===== src/rtl/clk_sys_pkg.sv =====
// constants, types and helper functions shared by the system clock controller
package clk_sys_pkg;

	// ****************************************
	// register map
	// ****************************************
	localparam logic [11:0] OSC_CONTROL_OFF   = 12'h000;
	localparam logic [11:0] CLOCK_DIVISOR_OFF = 12'h004;
	localparam logic [11:0] PLL_FEEDBACK_OFF  = 12'h008;

	localparam logic [15:0] CLOCK_DIVISOR_RST  = 16'h0040;
	localparam logic [15:0] CLOCK_DIVISOR_MASK = 16'h07df;
	localparam logic [8:0]  PLL_FEEDBACK_RST   = 9'h030;

	// field positions
	localparam int FRC_POST_LSB = 8;
	localparam int PLL_POST_LSB = 6;
	localparam int PLL_PRE_LSB  = 0;
	localparam int MODE_LSB     = 16;
	localparam int CUR_SRC_LSB  = 12;
	localparam int POR_SRC_LSB  = 8;
	localparam int PLL_ACT_BIT  = 5;
	localparam int FAIL_BIT     = 3;

	// ****************************************
	// timing and arithmetic constants
	// ****************************************
	localparam int          LOW_POWER_RC_OSC_FREQ_HZ    = 32768;
	localparam int          PCLK_FREQ_HZ    = 100000000;
	localparam logic [1:0]  SYNC_SETTLE     = 2'h2;
	localparam logic [3:0]  FAIL_LOW_POWER_RC_OSC_TICKS = 4'h2;
	localparam logic [9:0]  PLL_PRE_BASE    = 10'h002;
	localparam logic [9:0]  PLL_FB_BASE     = 10'h002;
	localparam logic [8:0]  FRC_DIV16_RATIO = 9'h010;
	localparam logic [11:0] CREDIT_MAX      = 12'hfff;
	localparam logic [3:0]  MODE_INVALID    = 4'hf;

	// ****************************************
	// types
	// ****************************************
	typedef enum logic [2:0] {
		SRC_FRC       = 3'b000,
		SRC_FRC_PLL   = 3'b001,
		SRC_PRI       = 3'b010,
		SRC_PRI_PLL   = 3'b011,
		SRC_SEC       = 3'b100,
		SRC_LOW_POWER_RC_OSC      = 3'b101,
		SRC_FRC_DIV16 = 3'b110,
		SRC_FRC_POST  = 3'b111
	} src_t;

	typedef enum logic [1:0] {
		KIND_EXT    = 2'b00,
		KIND_XTAL   = 2'b01,
		KIND_HSXTAL = 2'b10
	} kind_t;

	typedef enum logic [1:0] {
		PH_SYNC = 2'b00,
		PH_LOAD = 2'b01,
		PH_RUN  = 2'b10
	} phase_t;

	// fast rc postscale code to divide ratio
	function automatic logic [8:0] frc_ratio(input logic [2:0] sel);
		frc_ratio = (sel == 3'h7) ? 9'h100 : (9'h001 << sel);
	endfunction

	// pll postscale code to divide ratio; reserved code runs as divide by 4
	function automatic logic [3:0] post_ratio(input logic [1:0] sel);
		unique case (sel)
			2'b00:   post_ratio = 4'h2;
			2'b11:   post_ratio = 4'h8;
			default: post_ratio = 4'h4;
		endcase
	endfunction

	// twelve clock modes from source code and primary kind
	function automatic logic [3:0] mode_index(input src_t src, input logic [1:0] kind);
		logic [3:0] base;
		base = 4'h0;
		unique case (src)
			SRC_FRC:       mode_index = 4'h0;
			SRC_FRC_PLL:   mode_index = 4'h1;
			SRC_PRI:       base = 4'h2;
			SRC_PRI_PLL:   base = 4'h5;
			SRC_SEC:       mode_index = 4'h8;
			SRC_LOW_POWER_RC_OSC:      mode_index = 4'h9;
			SRC_FRC_DIV16: mode_index = 4'ha;
			SRC_FRC_POST:  mode_index = 4'hb;
		endcase
		if (src == SRC_PRI || src == SRC_PRI_PLL)
			mode_index = (kind == 2'b11) ? MODE_INVALID : base + {2'b00, kind};
	endfunction

endpackage


===== src/rtl/tick_divider.sv =====
// divides a stream of one-cycle ticks by a programmable ratio
`timescale 1ns/100ps
module tick_divider
	import clk_sys_pkg::*;
(
	input  wire logic       pclk,
	input  wire logic       presetn,
	input  wire logic       tick,
	input  wire logic [8:0] ratio,
	output logic            out_tick
);

	typedef struct packed {
		logic [8:0] cnt;
		logic       out;
	} div_state_t;

	div_state_t q;
	div_state_t d;

	always_comb begin
		d = q;
		d.out = 1'b0;
		if (tick) begin
			// a ratio change does not restart the count: the running count is compared with the new limit
			if (q.cnt + 9'h001 >= ratio) begin
				d.cnt = 9'h000;
				d.out = 1'b1;
			end else begin
				d.cnt = q.cnt + 9'h001;
			end
		end
	end

	always_ff @(posedge pclk or negedge presetn) begin
		if (!presetn)
			q <= '0;
		else
			q <= d;
	end

	assign out_tick = q.out;

endmodule


===== src/rtl/clk_sys_ctrl.sv =====
// system clock source selection, postscalers, pll model and clock fail monitor
`timescale 1ns/100ps

module clk_sys_ctrl
	import clk_sys_pkg::*;
(
	input  wire logic        pclk,
	input  wire logic        presetn,
	input  wire logic        psel,
	input  wire logic        penable,
	input  wire logic        pwrite,
	input  wire logic [11:0] paddr,
	input  wire logic [31:0] pwdata,
	output logic      [31:0] prdata,
	output logic             pready,
	output logic             pslverr,
	input  wire logic        fast_rc_osc,
	input  wire logic        primary_osc_pin,
	input  wire logic        secondary_osc,
	input  wire logic        low_power_rc_osc,
	input  wire logic [2:0]  initial_source_sel,
	input  wire logic [1:0]  primary_osc_kind,
	input  wire logic        config_programmed,
	output logic             instr_clk,
	output logic             fosc_pulse,
	output logic             low_power_rc_osc_ref_pulse,
	output logic             clock_fail,
	output logic             osc_drive_en,
	output logic      [2:0]  current_source
);

	// ****************************************
	// state
	// ****************************************
	typedef struct packed {
		phase_t      phase;
		logic [1:0]  wait_cnt;
		logic [9:0]  s1;
		logic [9:0]  s2;
		logic [3:0]  prev;
		src_t        por_src;
		logic [1:0]  kind;
		src_t        pend_src;
		src_t        act_src;
		logic [15:0] clock_divisor_reg;
		logic [8:0]  fbd;
		logic [2:0]  frc_sel;
		logic [4:0]  pre;
		logic [1:0]  post;
		logic [8:0]  fb;
		logic [11:0] credit;
		logic        fosc;
		logic        icl;
		logic        low_power_rc_osc_ref;
		logic        fail;
		logic [3:0]  fail_cnt;
		logic        drive_en;
		logic [31:0] rdata;
		logic        rdy;
		logic        err;
	} state_t;

	state_t q;
	state_t d;

	logic frc_post_tick;
	logic [3:0] osc_tick;
	logic [8:0] frc_div_ratio;

	// ticks from the synchronised oscillator pins: 0 fast rc, 1 primary, 2 secondary, 3 low-power rc
	assign osc_tick = q.s2[3:0] & ~q.prev;

	assign frc_div_ratio = (q.act_src == SRC_FRC_DIV16) ? FRC_DIV16_RATIO : frc_ratio(q.frc_sel);

	tick_divider u_frc_div (
		.pclk     (pclk),
		.presetn  (presetn),
		.tick     (osc_tick[0]),
		.ratio    (frc_div_ratio),
		.out_tick (frc_post_tick)
	);

	// ****************************************
	// next state
	// ****************************************
	always_comb begin
		logic        pll_on;
		logic        pll_in;
		logic        emit;
		logic        src_tick;
		logic        raw_tick;
		logic [9:0]  m_fac;
		logic [9:0]  n_fac;
		logic [12:0] sum;
		logic        setup;
		logic        wr;
		logic        hit;
		logic [31:0] rd;
		logic [2:0]  cfg_src;
		logic        use_pri;

		d = q;
		pll_on = 1'b0;
		pll_in = 1'b0;
		emit = 1'b0;
		src_tick = 1'b0;
		raw_tick = 1'b0;
		m_fac = 10'h000;
		n_fac = 10'h000;
		sum = 13'h0000;
		setup = 1'b0;
		wr = 1'b0;
		hit = 1'b0;
		rd = 32'h0000_0000;
		cfg_src = 3'h0;
		use_pri = 1'b0;

		// pins pass two flip-flops; stage two and a one-cycle-delayed copy of its oscillator bits are looked at
		d.s1 = {config_programmed, primary_osc_kind, initial_source_sel,
			low_power_rc_osc, secondary_osc, primary_osc_pin, fast_rc_osc};
		d.s2 = q.s1;
		d.prev = q.s2[3:0];

		// ****************************************
		// power-on source selection
		// ****************************************
		unique case (q.phase)
			PH_SYNC: begin
				d.wait_cnt = q.wait_cnt + 2'h1;
				if (q.wait_cnt == SYNC_SETTLE)
					d.phase = PH_LOAD;
			end
			PH_LOAD: begin
				cfg_src = q.s2[6:4];
				d.kind = q.s2[8:7];
				// unprogrammed falls back to fast rc
				if (!q.s2[9])
					cfg_src = SRC_FRC;
				// primary with an undefined kind is not a mode
				use_pri = (cfg_src == SRC_PRI) || (cfg_src == SRC_PRI_PLL);
				if (use_pri && q.s2[8:7] == 2'b11) begin
					cfg_src = SRC_FRC;
					use_pri = 1'b0;
				end
				d.por_src = src_t'(cfg_src);
				d.pend_src = src_t'(cfg_src);
				d.act_src = src_t'(cfg_src);
				// external clock needs no crystal drive
				d.drive_en = use_pri && (q.s2[8:7] == KIND_XTAL || q.s2[8:7] == KIND_HSXTAL);
				d.phase = PH_RUN;
			end
			PH_RUN: begin
			end
		endcase

		// ****************************************
		// pll model
		// ****************************************
		pll_on = (q.act_src == SRC_FRC_PLL) || (q.act_src == SRC_PRI_PLL);
		// pll input only from primary or fast rc
		pll_in = (q.act_src == SRC_PRI_PLL) ? osc_tick[1] : osc_tick[0];
		// prescale factor is field plus two
		n_fac = {5'h00, q.pre} + PLL_PRE_BASE;
		n_fac = 10'((n_fac * {6'h00, post_ratio(q.post)}));
		// feedback factor is field plus two
		m_fac = {1'b0, q.fb} + PLL_FB_BASE;
		// each input edge earns m credits, each output edge spends n1*n2
		// output edges come at most one per pclk, so the model is bursty and
		// saturates above the pclk rate
		emit = pll_on && (q.credit >= {2'h0, n_fac});
		sum = {1'b0, q.credit} + (pll_in ? {3'h0, m_fac} : 13'h0000);
		if (emit)
			sum = sum - {3'h0, n_fac};
		d.credit = (sum > {1'b0, CREDIT_MAX}) ? CREDIT_MAX : sum[11:0];
		if (!pll_on)
			d.credit = 12'h000;

		// ****************************************
		// system clock and instruction clock
		// ****************************************
		unique case (q.act_src)
			SRC_FRC:       src_tick = osc_tick[0];
			SRC_FRC_PLL:   src_tick = emit;
			SRC_PRI:       src_tick = osc_tick[1];
			SRC_PRI_PLL:   src_tick = emit;
			SRC_SEC:       src_tick = osc_tick[2];
			SRC_LOW_POWER_RC_OSC:      src_tick = osc_tick[3];
			SRC_FRC_DIV16: src_tick = frc_post_tick;
			SRC_FRC_POST:  src_tick = frc_post_tick;
		endcase
		if (q.phase != PH_RUN)
			src_tick = 1'b0;
		d.fosc = src_tick;
		// instruction clock toggles once per oscillator cycle
		if (src_tick)
			d.icl = ~q.icl;

		// changes while the clock is low and between edges, or at once after a failure with a switch pending
		// a dead source may freeze the instruction clock high, so the
		// fail-safe switch cannot wait for a low phase; a stopped clock
		// has no phase left to cut short
		if (q.phase == PH_RUN && !src_tick &&
			(!q.icl || (q.fail && q.act_src != q.pend_src))) begin
			if (q.act_src != q.pend_src)
				d.credit = 12'h000;
			d.act_src = q.pend_src;
			d.frc_sel = q.clock_divisor_reg[FRC_POST_LSB +: 3];
			d.pre = q.clock_divisor_reg[PLL_PRE_LSB +: 5];
			d.post = q.clock_divisor_reg[PLL_POST_LSB +: 2];
			d.fb = q.fbd;
		end

		d.low_power_rc_osc_ref = osc_tick[3];

		// ****************************************
		// clock fail monitor
		// ****************************************
		unique case (q.act_src)
			SRC_FRC, SRC_FRC_PLL, SRC_FRC_DIV16, SRC_FRC_POST: raw_tick = osc_tick[0];
			SRC_PRI, SRC_PRI_PLL: raw_tick = osc_tick[1];
			SRC_SEC:              raw_tick = osc_tick[2];
			SRC_LOW_POWER_RC_OSC:             raw_tick = osc_tick[3];
		endcase
		// no source edge across the reference ticks is a failure
		if (q.phase == PH_RUN && q.act_src != SRC_LOW_POWER_RC_OSC) begin
			if (raw_tick)
				d.fail_cnt = 4'h0;
			else if (osc_tick[3] && q.fail_cnt != FAIL_LOW_POWER_RC_OSC_TICKS)
				d.fail_cnt = q.fail_cnt + 4'h1;
		end else begin
			d.fail_cnt = 4'h0;
		end

		// ****************************************
		// apb slave
		// ****************************************
		setup = psel && !penable;
		wr = psel && penable && pwrite && q.rdy && !q.err;
		hit = (paddr == OSC_CONTROL_OFF) || (paddr == CLOCK_DIVISOR_OFF) || (paddr == PLL_FEEDBACK_OFF);
		rd[MODE_LSB +: 4] = mode_index(q.act_src, q.kind);
		rd[CUR_SRC_LSB +: 3] = q.act_src;
		rd[POR_SRC_LSB +: 3] = q.por_src;
		rd[PLL_ACT_BIT] = pll_on;
		rd[FAIL_BIT] = q.fail;
		d.rdy = setup;
		d.err = setup && !hit;
		if (setup) begin
			unique case (paddr)
				OSC_CONTROL_OFF:   d.rdata = rd;
				CLOCK_DIVISOR_OFF: d.rdata = {16'h0000, q.clock_divisor_reg};
				PLL_FEEDBACK_OFF:  d.rdata = {23'h000000, q.fbd};
				default:           d.rdata = 32'h0000_0000;
			endcase
		end

		if (wr) begin
			unique case (paddr)
				// postscale fields writable; bit 5 and bits 11 to 15 read as zero
				CLOCK_DIVISOR_OFF: d.clock_divisor_reg = pwdata[15:0] & CLOCK_DIVISOR_MASK;
				PLL_FEEDBACK_OFF:  d.fbd = pwdata[8:0];
				OSC_CONTROL_OFF:   if (pwdata[FAIL_BIT]) d.fail = 1'b0;
				default:           d.fbd = q.fbd;
			endcase
		end

		// set wins over a clear; fall back to fast rc
		if (q.phase == PH_RUN && q.act_src != SRC_LOW_POWER_RC_OSC && !raw_tick &&
			osc_tick[3] && q.fail_cnt + 4'h1 == FAIL_LOW_POWER_RC_OSC_TICKS) begin
			d.fail = 1'b1;
			d.pend_src = SRC_FRC;
		end
	end

	// ****************************************
	// registers
	// ****************************************
	always_ff @(posedge pclk or negedge presetn) begin
		if (!presetn) begin
			q <= '0;
			q.clock_divisor_reg <= CLOCK_DIVISOR_RST;
			q.fbd <= PLL_FEEDBACK_RST;
			q.post <= CLOCK_DIVISOR_RST[PLL_POST_LSB +: 2];
			q.fb <= PLL_FEEDBACK_RST;
		end else begin
			q <= d;
		end
	end

	assign prdata = q.rdata;
	assign pready = q.rdy;
	assign pslverr = q.err;
	assign instr_clk = q.icl;
	assign fosc_pulse = q.fosc;
	assign low_power_rc_osc_ref_pulse = q.low_power_rc_osc_ref;
	assign clock_fail = q.fail;
	assign osc_drive_en = q.drive_en;
	assign current_source = q.act_src;

endmodule


===== config.mk =====
export PLATFORM = sky130hd
export DESIGN_NAME = clk_sys_ctrl
export DESIGN_NICKNAME = d
export VERILOG_FILES = /design/src/rtl/clk_sys_pkg.sv /design/src/rtl/tick_divider.sv /design/src/rtl/clk_sys_ctrl.sv
export SDC_FILE = /design/constraint.sdc
export NUM_CORES = 1
export LEC_CHECK = 0
export ABC_AREA = 1
export BUFFER_PORTS_ARGS = -buffer_cell sky130_fd_sc_hd__buf_2
export CAP_MARGIN = 10
export CORE_AREA = 2 2 130 132
export CTS_BUF_LIST = sky130_fd_sc_hd__clkbuf_8 sky130_fd_sc_hd__clkbuf_16
export DETAILED_ROUTE_END_ITERATION = 8
export DIE_AREA = 0 0 132 134
export PLACE_DENSITY = 0.72
export RECOVER_POWER = 50
export SLEW_MARGIN = 5
export SYNTH_ARGS = -nofsm -noshare
export SYNTH_HDL_FRONTEND = slang
export SYNTH_HIERARCHICAL = 1
export SYNTH_SLANG_ARGS = --single-unit

===== constraint.sdc =====
create_clock -name pclk -period 3.8 [get_ports pclk]
set_clock_uncertainty 0.05 [all_clocks]
set_input_delay 0.38 -clock pclk [delete_from_list [all_inputs] [get_ports pclk]]
set_output_delay 0.38 -clock pclk [all_outputs]
set_load 0.01 [all_outputs]

==> results of run 1 <==
==> routing by layer <==
layer / global-route usage (%) / up-vias
met5: 0 / -
met1: 28.2 / 3296
met4: 7.97 / 0
met2: 38.3 / 182
li1: - / 3472
met3: 3.97 / 33
==> metrics by stage <==
step           instances  cell area, um2
6_report            1385           10300
5_1_grt             1385           10300
4_1_cts             1379            9990
3_5_place_dp        1331            9080
3_3_place_gp        1331            9080
2_1_floorplan       1013            8190
==> worst paths after layout <==
path                                         from                    endpoint  slack [ps]
worst min register to register   d[115]$_DFF_PN0_            d[111]$_DFF_PN0_         300
min in group asynchronous                 presetn  u_frc_div/q[6]$_DFFE_PN0P_        1110
max in group asynchronous                 presetn           q[80]$_DFFE_PN0P_         550
worst min-delay path                      penable            pready$_DFF_PN0_         130
worst max-delay path            q[64]$_DFFE_PN1N_             q[43]$_DFF_PN0_        -550
worst max register to register  q[64]$_DFFE_PN1N_             q[43]$_DFF_PN0_        -550
==> registers in the layout, summed over array words and instances, names as in the netlist <==
signal                      flops
pslverr                         1
current_source                  3
u_frc_div/out_tick              1
d                              14
u_frc_div/q                     9
q                              76
clock_fail                      1
instr_clk                       1
pready                          1
prdata                         18
fosc_pulse                      1
low_power_rc_osc_ref_pulse      1
osc_drive_en                    1
==> placed cells by master (no fill, tap or decap), drive strengths merged, types with 2 or more instances in the layout <==
cell type	Yosys	layout
nand4	10	10
ha	64	64
or2	4	4
buf	43	151
nor2	107	107
inv	148	156
nand2	225	226
and2	2	2
dfrtp	122	122
o21bai	2	2
clkinv	1	6
a21oi	52	52
o21ai	75	75
dfstp	6	6
nor3	14	14
clkbuf	4	22
o221ai	2	2
xor2	22	22
xnor2	12	12
nand3	45	45
conb	1	15
dlygate4sd3	0	10
a22o	11	11
clkinvlp	0	2
o22ai	10	10
nor4	3	3
fa	7	7
==> critical path, delay by kind of cell (launching register included) <==
| family | cells | cell delay (ps) |
|---|---|---|
| buffers and inverters | 6 | 470 |
| AOI/OAI and AO/OA | 3 | 380 |
| adders and majority gates | 6 | 1860 |
| and+or+nand+nor | 9 | 930 |
| DFF | 1 | 550 |
==> power by group through the flow <==
stage	clock, mW	sequential (mW)	combinational [mW]
finish	1.61	1.77	5.34
global route	1.69	1.79	5.84
CTS	1.63	1.75	4.63
detailed placement	0	1.77	4.10
global placement	0	1.77	4.00
floorplan	0	1.77	2.76
==> timing repair <==
action | in CTS | in global routing
pin swaps | 8 | 9
setup endpoints to repair | 36 | 36
endpoints found under the hold margin | 10 | 0
buffers inserted | 3 | 3
hold buffers | 10 | 0
cloned | 3 | 3
resized for setup | 26 | 62
==> logic make-up (layout without fill, tap and decap cells) <==
logic type	count (synthesis)	after routing	share of synthesized area [%]
AND/OR/NAND/NOR	410	411	21.6
buffers and inverters	196	347	11.2
AO/OA/AOI/OAI	157	157	11.2
flip-flops	128	128	40.0
adder cells (fa/ha/maj)	71	71	11.7
XOR/XNOR	34	34	3.90
multiplexers	2	2	0.265
other	1	15	0.0467
==> cell type report <==
class                           count  area [um2]
Multi-Input combinational cell    690        4440
Clock inverter                     15         166
Inverter                          149         562
Clock buffer                       17         425
Tap cell                          220         275
Fill cell                        1297        5950
Sequential cell                   128        3210
Timing Repair Buffer              166        1260
==> flow_metrics.tcl, run 1 <==
set metrics [dict create \
    status "finished with violations" \
    die_y_um 134 \
    max_stage_delay_ps 550 \
    route.detailed.drc 0 \
    clock-sinks 128 \
    whs_ps 126 \
    ys_types 46 \
    top_layer "met4" \
    drive_gt1_share_pct 25.7 \
    grt-ovfl-total 0 \
    critPathLaunchType "flip-flop" \
    cp-end-kind "flip-flop" \
    cap_violations 1 \
    p_per_area_nw_per_um2 843 \
    routed-wl-met2_um 9840 \
    area_growth_pct 28.8 \
    cellInternalPower_mw 4.95 \
    postSynthAreaPerCell_um2 8.04 \
    setup.worst_path.class "flip-flop to flip-flop" \
    routabilityCongestion 0.893 \
    ys.warnings.count 6 \
    met3RoutedLength_um 779 \
    ios 101 \
    slew_headroom_pct -140 \
    grtUsageTotal_pct 22.2 \
    wl_met1_um 8720 \
    die_w_um 132 \
    netlist.area_leader.share_pct 38.0 \
    period_share_pct 114 \
    synth_edf_count 0 \
    switchingPower_mw 3.77 \
    post-route-min-period_ps 4350 \
    hold_path_class "primary input to flip-flop" \
    synthTopCellsByArea "dfrtp_1 38%, nand2_1 10%, ha_1 10%, inv_1 6.8%, nor2_1 4.8%" \
    setup_violations 36 \
    port_buffers 65 \
    p_comb_share_pct 61.3 \
    synth_top_area_cell "dfrtp_1" \
    worst_pin_slew_ps 3590 \
    nets 1282 \
    synth-seq-area-share_pct 40.0 \
    pre_cts_slack_ps -519 \
    netlist_instances 999 \
    vias 6983 \
    setup_ws_ps -551 \
    min_path_cells 2 \
    dr.pass1.iters 5 \
    ys_ff_latch 128 \
    antenna_found_initial 0 \
    drt_iter0_drc 322 \
    crit_fanout 5 \
    grt_setup_unrepaired "true" \
    coreArea_um2 16300 \
    num_antenna_cells 0 \
    routedWlPerCell_um 14.2 \
    start_util_pct 49.3 \
    clockBufferDepth 2 \
    worstRegToRegCells 24 \
    hold_viol_final 0 \
    totalPowerFinal_mw 8.72 \
    rows 47 \
    worst_setup_hold_path_clk_slew_ps 70 \
    ant_nets 0 \
    peakVddDrop_uv 410 \
    critPathRequiredTime_ps 4100 \
    final_util_pct 63.5 \
    slew_viol_final 68 \
    ys.flop_type "dfrtp_1" \
    grt_pass1_wl_um 31700 \
    power.leakage_nw 5.36 \
    syn_area_um2 8030 \
    htree_levels 4 \
    dieArea_um2 17700 \
    tns_ps -16430 \
    slowest_stage "dfstp_2" \
    synth_top_cells_by_count "216 x nand2_1, 146 x inv_1, 122 x dfrtp_1" \
    clock-root-buffer "clkbuf_16" \
    grt_pass1_vias 6842 \
    vias_per_cell 5.04 \
    fmaxAchievable_mhz 230 \
    cts_made_buffers 17 \
    clock_latency_ps 430 \
    path_cells "inv_2 > ha_4 > inv_4 > or2_4 > fa_1 > inv_1 > ha_2 > ha_4 > inv_2 > fa_2 > ha_4 > a21oi_2 > o21a_1 > nand2_1 > nand2_1 > nand2_1 > nand2_2 > buf_6 > a21oi_4 > nand4_1 > nand2_2 > clkbuf_16 > nor2_4 > nor2_1" \
    swShare_pct 43.2 \
    yosysMostFrequentCell "nand2_1" \
    violations "max-capacitance violations, max-slew violations, negative setup slack" \
    cts_tree "built" \
    routed_wl_um 19700 \
    power.share.clock_pct 18.4 \
    dp_hpwl_um 13700 \
    seq_power_share_pct 20.3 \
    synthArstFlopShare_pct 100 \
    grt_max_degree 68 \
    arrival_ps 4650 \
]
Note: power is estimated with default switching activity, not from simulation.
==> run 2, diff against run 1 <==
Settings changed: PLACE_DENSITY 0.72 to 0.7.
Clock period 3.8 ns to 4.55 ns, I/O delays scaled along.
==> run 2 against run 1 <==
Via count down 6.5%. Sequential power down 17%. The run ends with max-capacitance violations, max-slew violations left. Cell count down 4.7%. Flip-flop and latch count unchanged. Count of clock-buffer cells in the layout unchanged. Hold slack worse by 48 ps. Core utilization down 5.2 points. Die area unchanged. Critical path type unchanged.
==> flow_metrics.tcl, run 2 (same netlist as run 1, synthesis figures left out) <==
set metrics [dict create \
    dp.cells 1275 \
    num_antenna_cells 0 \
    cap_violations 1 \
    cts_tree "built" \
    critPathTopFamily "adder cells" \
    ios 101 \
    cp-end-kind "flip-flop" \
    path_buf_inv 5 \
    coreArea_um2 16300 \
    cp-startpoint "q[64]$_DFFE_PN1N_" \
    grt-ovfl-total 0 \
    max_stage_delay_ps 530 \
    die_y_um 134 \
    totalPowerFinal_mw 6.37 \
    vias_per_cell 4.94 \
    largest_reg_flops 76 \
    dieArea_um2 17700 \
    antenna_found_initial 0 \
    violations "max-capacitance violations, max-slew violations" \
    top_register "q" \
    setup_violations 0 \
    cts_made_buffers 17 \
    status "finished with violations" \
    vias 6526 \
    clockBufferDepth 2 \
    route.detailed.drc 0 \
    htree_levels 4 \
    routedWlPerCell_um 13.5 \
    slew_viol_final 74 \
    drive_gt1_share_pct 18.6 \
    setup.worst_path.class "flip-flop to flip-flop" \
    power.leakage_nw 4.95 \
    tns_ps 0 \
    crit_fanout 5 \
    area_growth_pct 18.2 \
    dr.pass1.iters 4 \
    rows 47 \
    setup_ws_ps 177 \
    clock-sinks 128 \
    grt_pass1_wl_um 28500 \
    clock_latency_ps 430 \
    pre_cts_slack_ps 19.1 \
    slowest_stage "dfstp_2" \
    fmaxAchievable_mhz 229 \
    start_util_pct 49.3 \
    worst_pin_slew_ps 1770 \
    worstReg2RegStart "q[64]$_DFFE_PN1N_" \
    drt_iter0_drc 294 \
    fin_area_um2 9490 \
    critPathRequiredTime_ps 4810 \
    critPathLaunchType "flip-flop" \
    clock-root-buffer "clkbuf_16" \
    die_w_um 132 \
    routabilityCongestion 0.917 \
    peakVddDrop_uv 399 \
    worstHoldStart "secondary_osc" \
    hold_path_class "primary input to flip-flop" \
    grt_max_degree 74 \
    layout_commonest_cell "nand2_1" \
    routed_wl_um 17800 \
    grtUsageTotal_pct 19.8 \
    ant_nets 0 \
    placed_area_um2 8560 \
    dp_hpwl_um 12600 \
    crit_path_frequent_cell "nand2_4" \
    port_buffers 65 \
    hold_viol_final 0 \
    grt_pass1_vias 6076 \
    stdcell_count 1320 \
    final_util_pct 58.3 \
    period_share_pct 96.1 \
    final_cell_mix "211 x nand2_1, 145 x inv_1, 121 x dfrtp_1" \
    arrival_ps 4630 \
    nets 1217 \
    worst_setup_hold_path_clk_slew_ps 70 \
    whs_ps 79.0 \
    slew_headroom_pct -18.3 \
    cts_hold_buffers 0 \
    p_per_area_nw_per_um2 672 \
    post-route-min-period_ps 4370 \
]
[run 2: cell count changes in the layout (fill, tap and decap cells not counted), sizes merged]
| cell | previous run | this run |
|---|---|---|
| inv | 156 | 157 |
| buf | 151 | 96 |
| dlygate4sd3 | 10 | 0 |
| clkinv | 6 | 4 |
| bufinv | 0 | 1 |
[run 2: per-layer routing]
| layer | share of wire (%) | up-vias | wire length, um | global-route usage (%) |
|---|---|---|---|---|
| met5 | 0 | - | 0 | 0 |
| met4 | 2.5 | 0 | 450 | 7.00 |
| met3 | 3.9 | 34 | 693 | 4.20 |
| met2 | 47 | 145 | 8290 | 31.9 |
| met1 | 47 | 3001 | 8330 | 26.7 |
| li1 | - | 3346 | - | - |
[run 2: layout make-up]
cell class | instances | area [um2]
multi-input cells | 690 | 4170
repair buffers | 101 | 686
flip-flops and latches | 128 | 3210
clock inverters | 15 | 169
clock buffers | 17 | 425
inverters | 149 | 559
fillers | 1418 | 6800
well taps | 220 | 275
[run 2: final timing paths]
| path | end | slack [ps] | cells past startpoint |
|---|---|---|---|
| setup / recovery | q[53]$_DFF_PN0_ | 180 | 26 |
| hold / removal | d[116]$_DFF_PN0_ | 80 | 1 |
| setup reg to reg | q[53]$_DFF_PN0_ | 180 | 26 |
| hold reg to reg | q[123]$_DFF_PN0_ | 300 | 0 |
| max in group asynchronous | q[67]$_DFFE_PN0N_ | 1740 | 2 |
| min in group asynchronous | u_frc_div/q[3]$_DFFE_PN0P_ | 460 | 1 |
[run 2: timing repair]
| action | in CTS | in global routing |
|---|---|---|
| endpoints found under the setup margin | 6 | 35 |
| resized for setup | 0 | 41 |
| pin swaps | 1 | 20 |
| buffers inserted | 1 | 7 |
| cloned | 0 | 5 |
[run 2: power by group]
group          switching (mW)  internal [mW]  total (mW)  leakage, nW
combinational            1.98           1.56        3.54         3.09
clock                   0.585          0.780        1.36        0.287
sequential              0.151           1.32        1.47         1.57
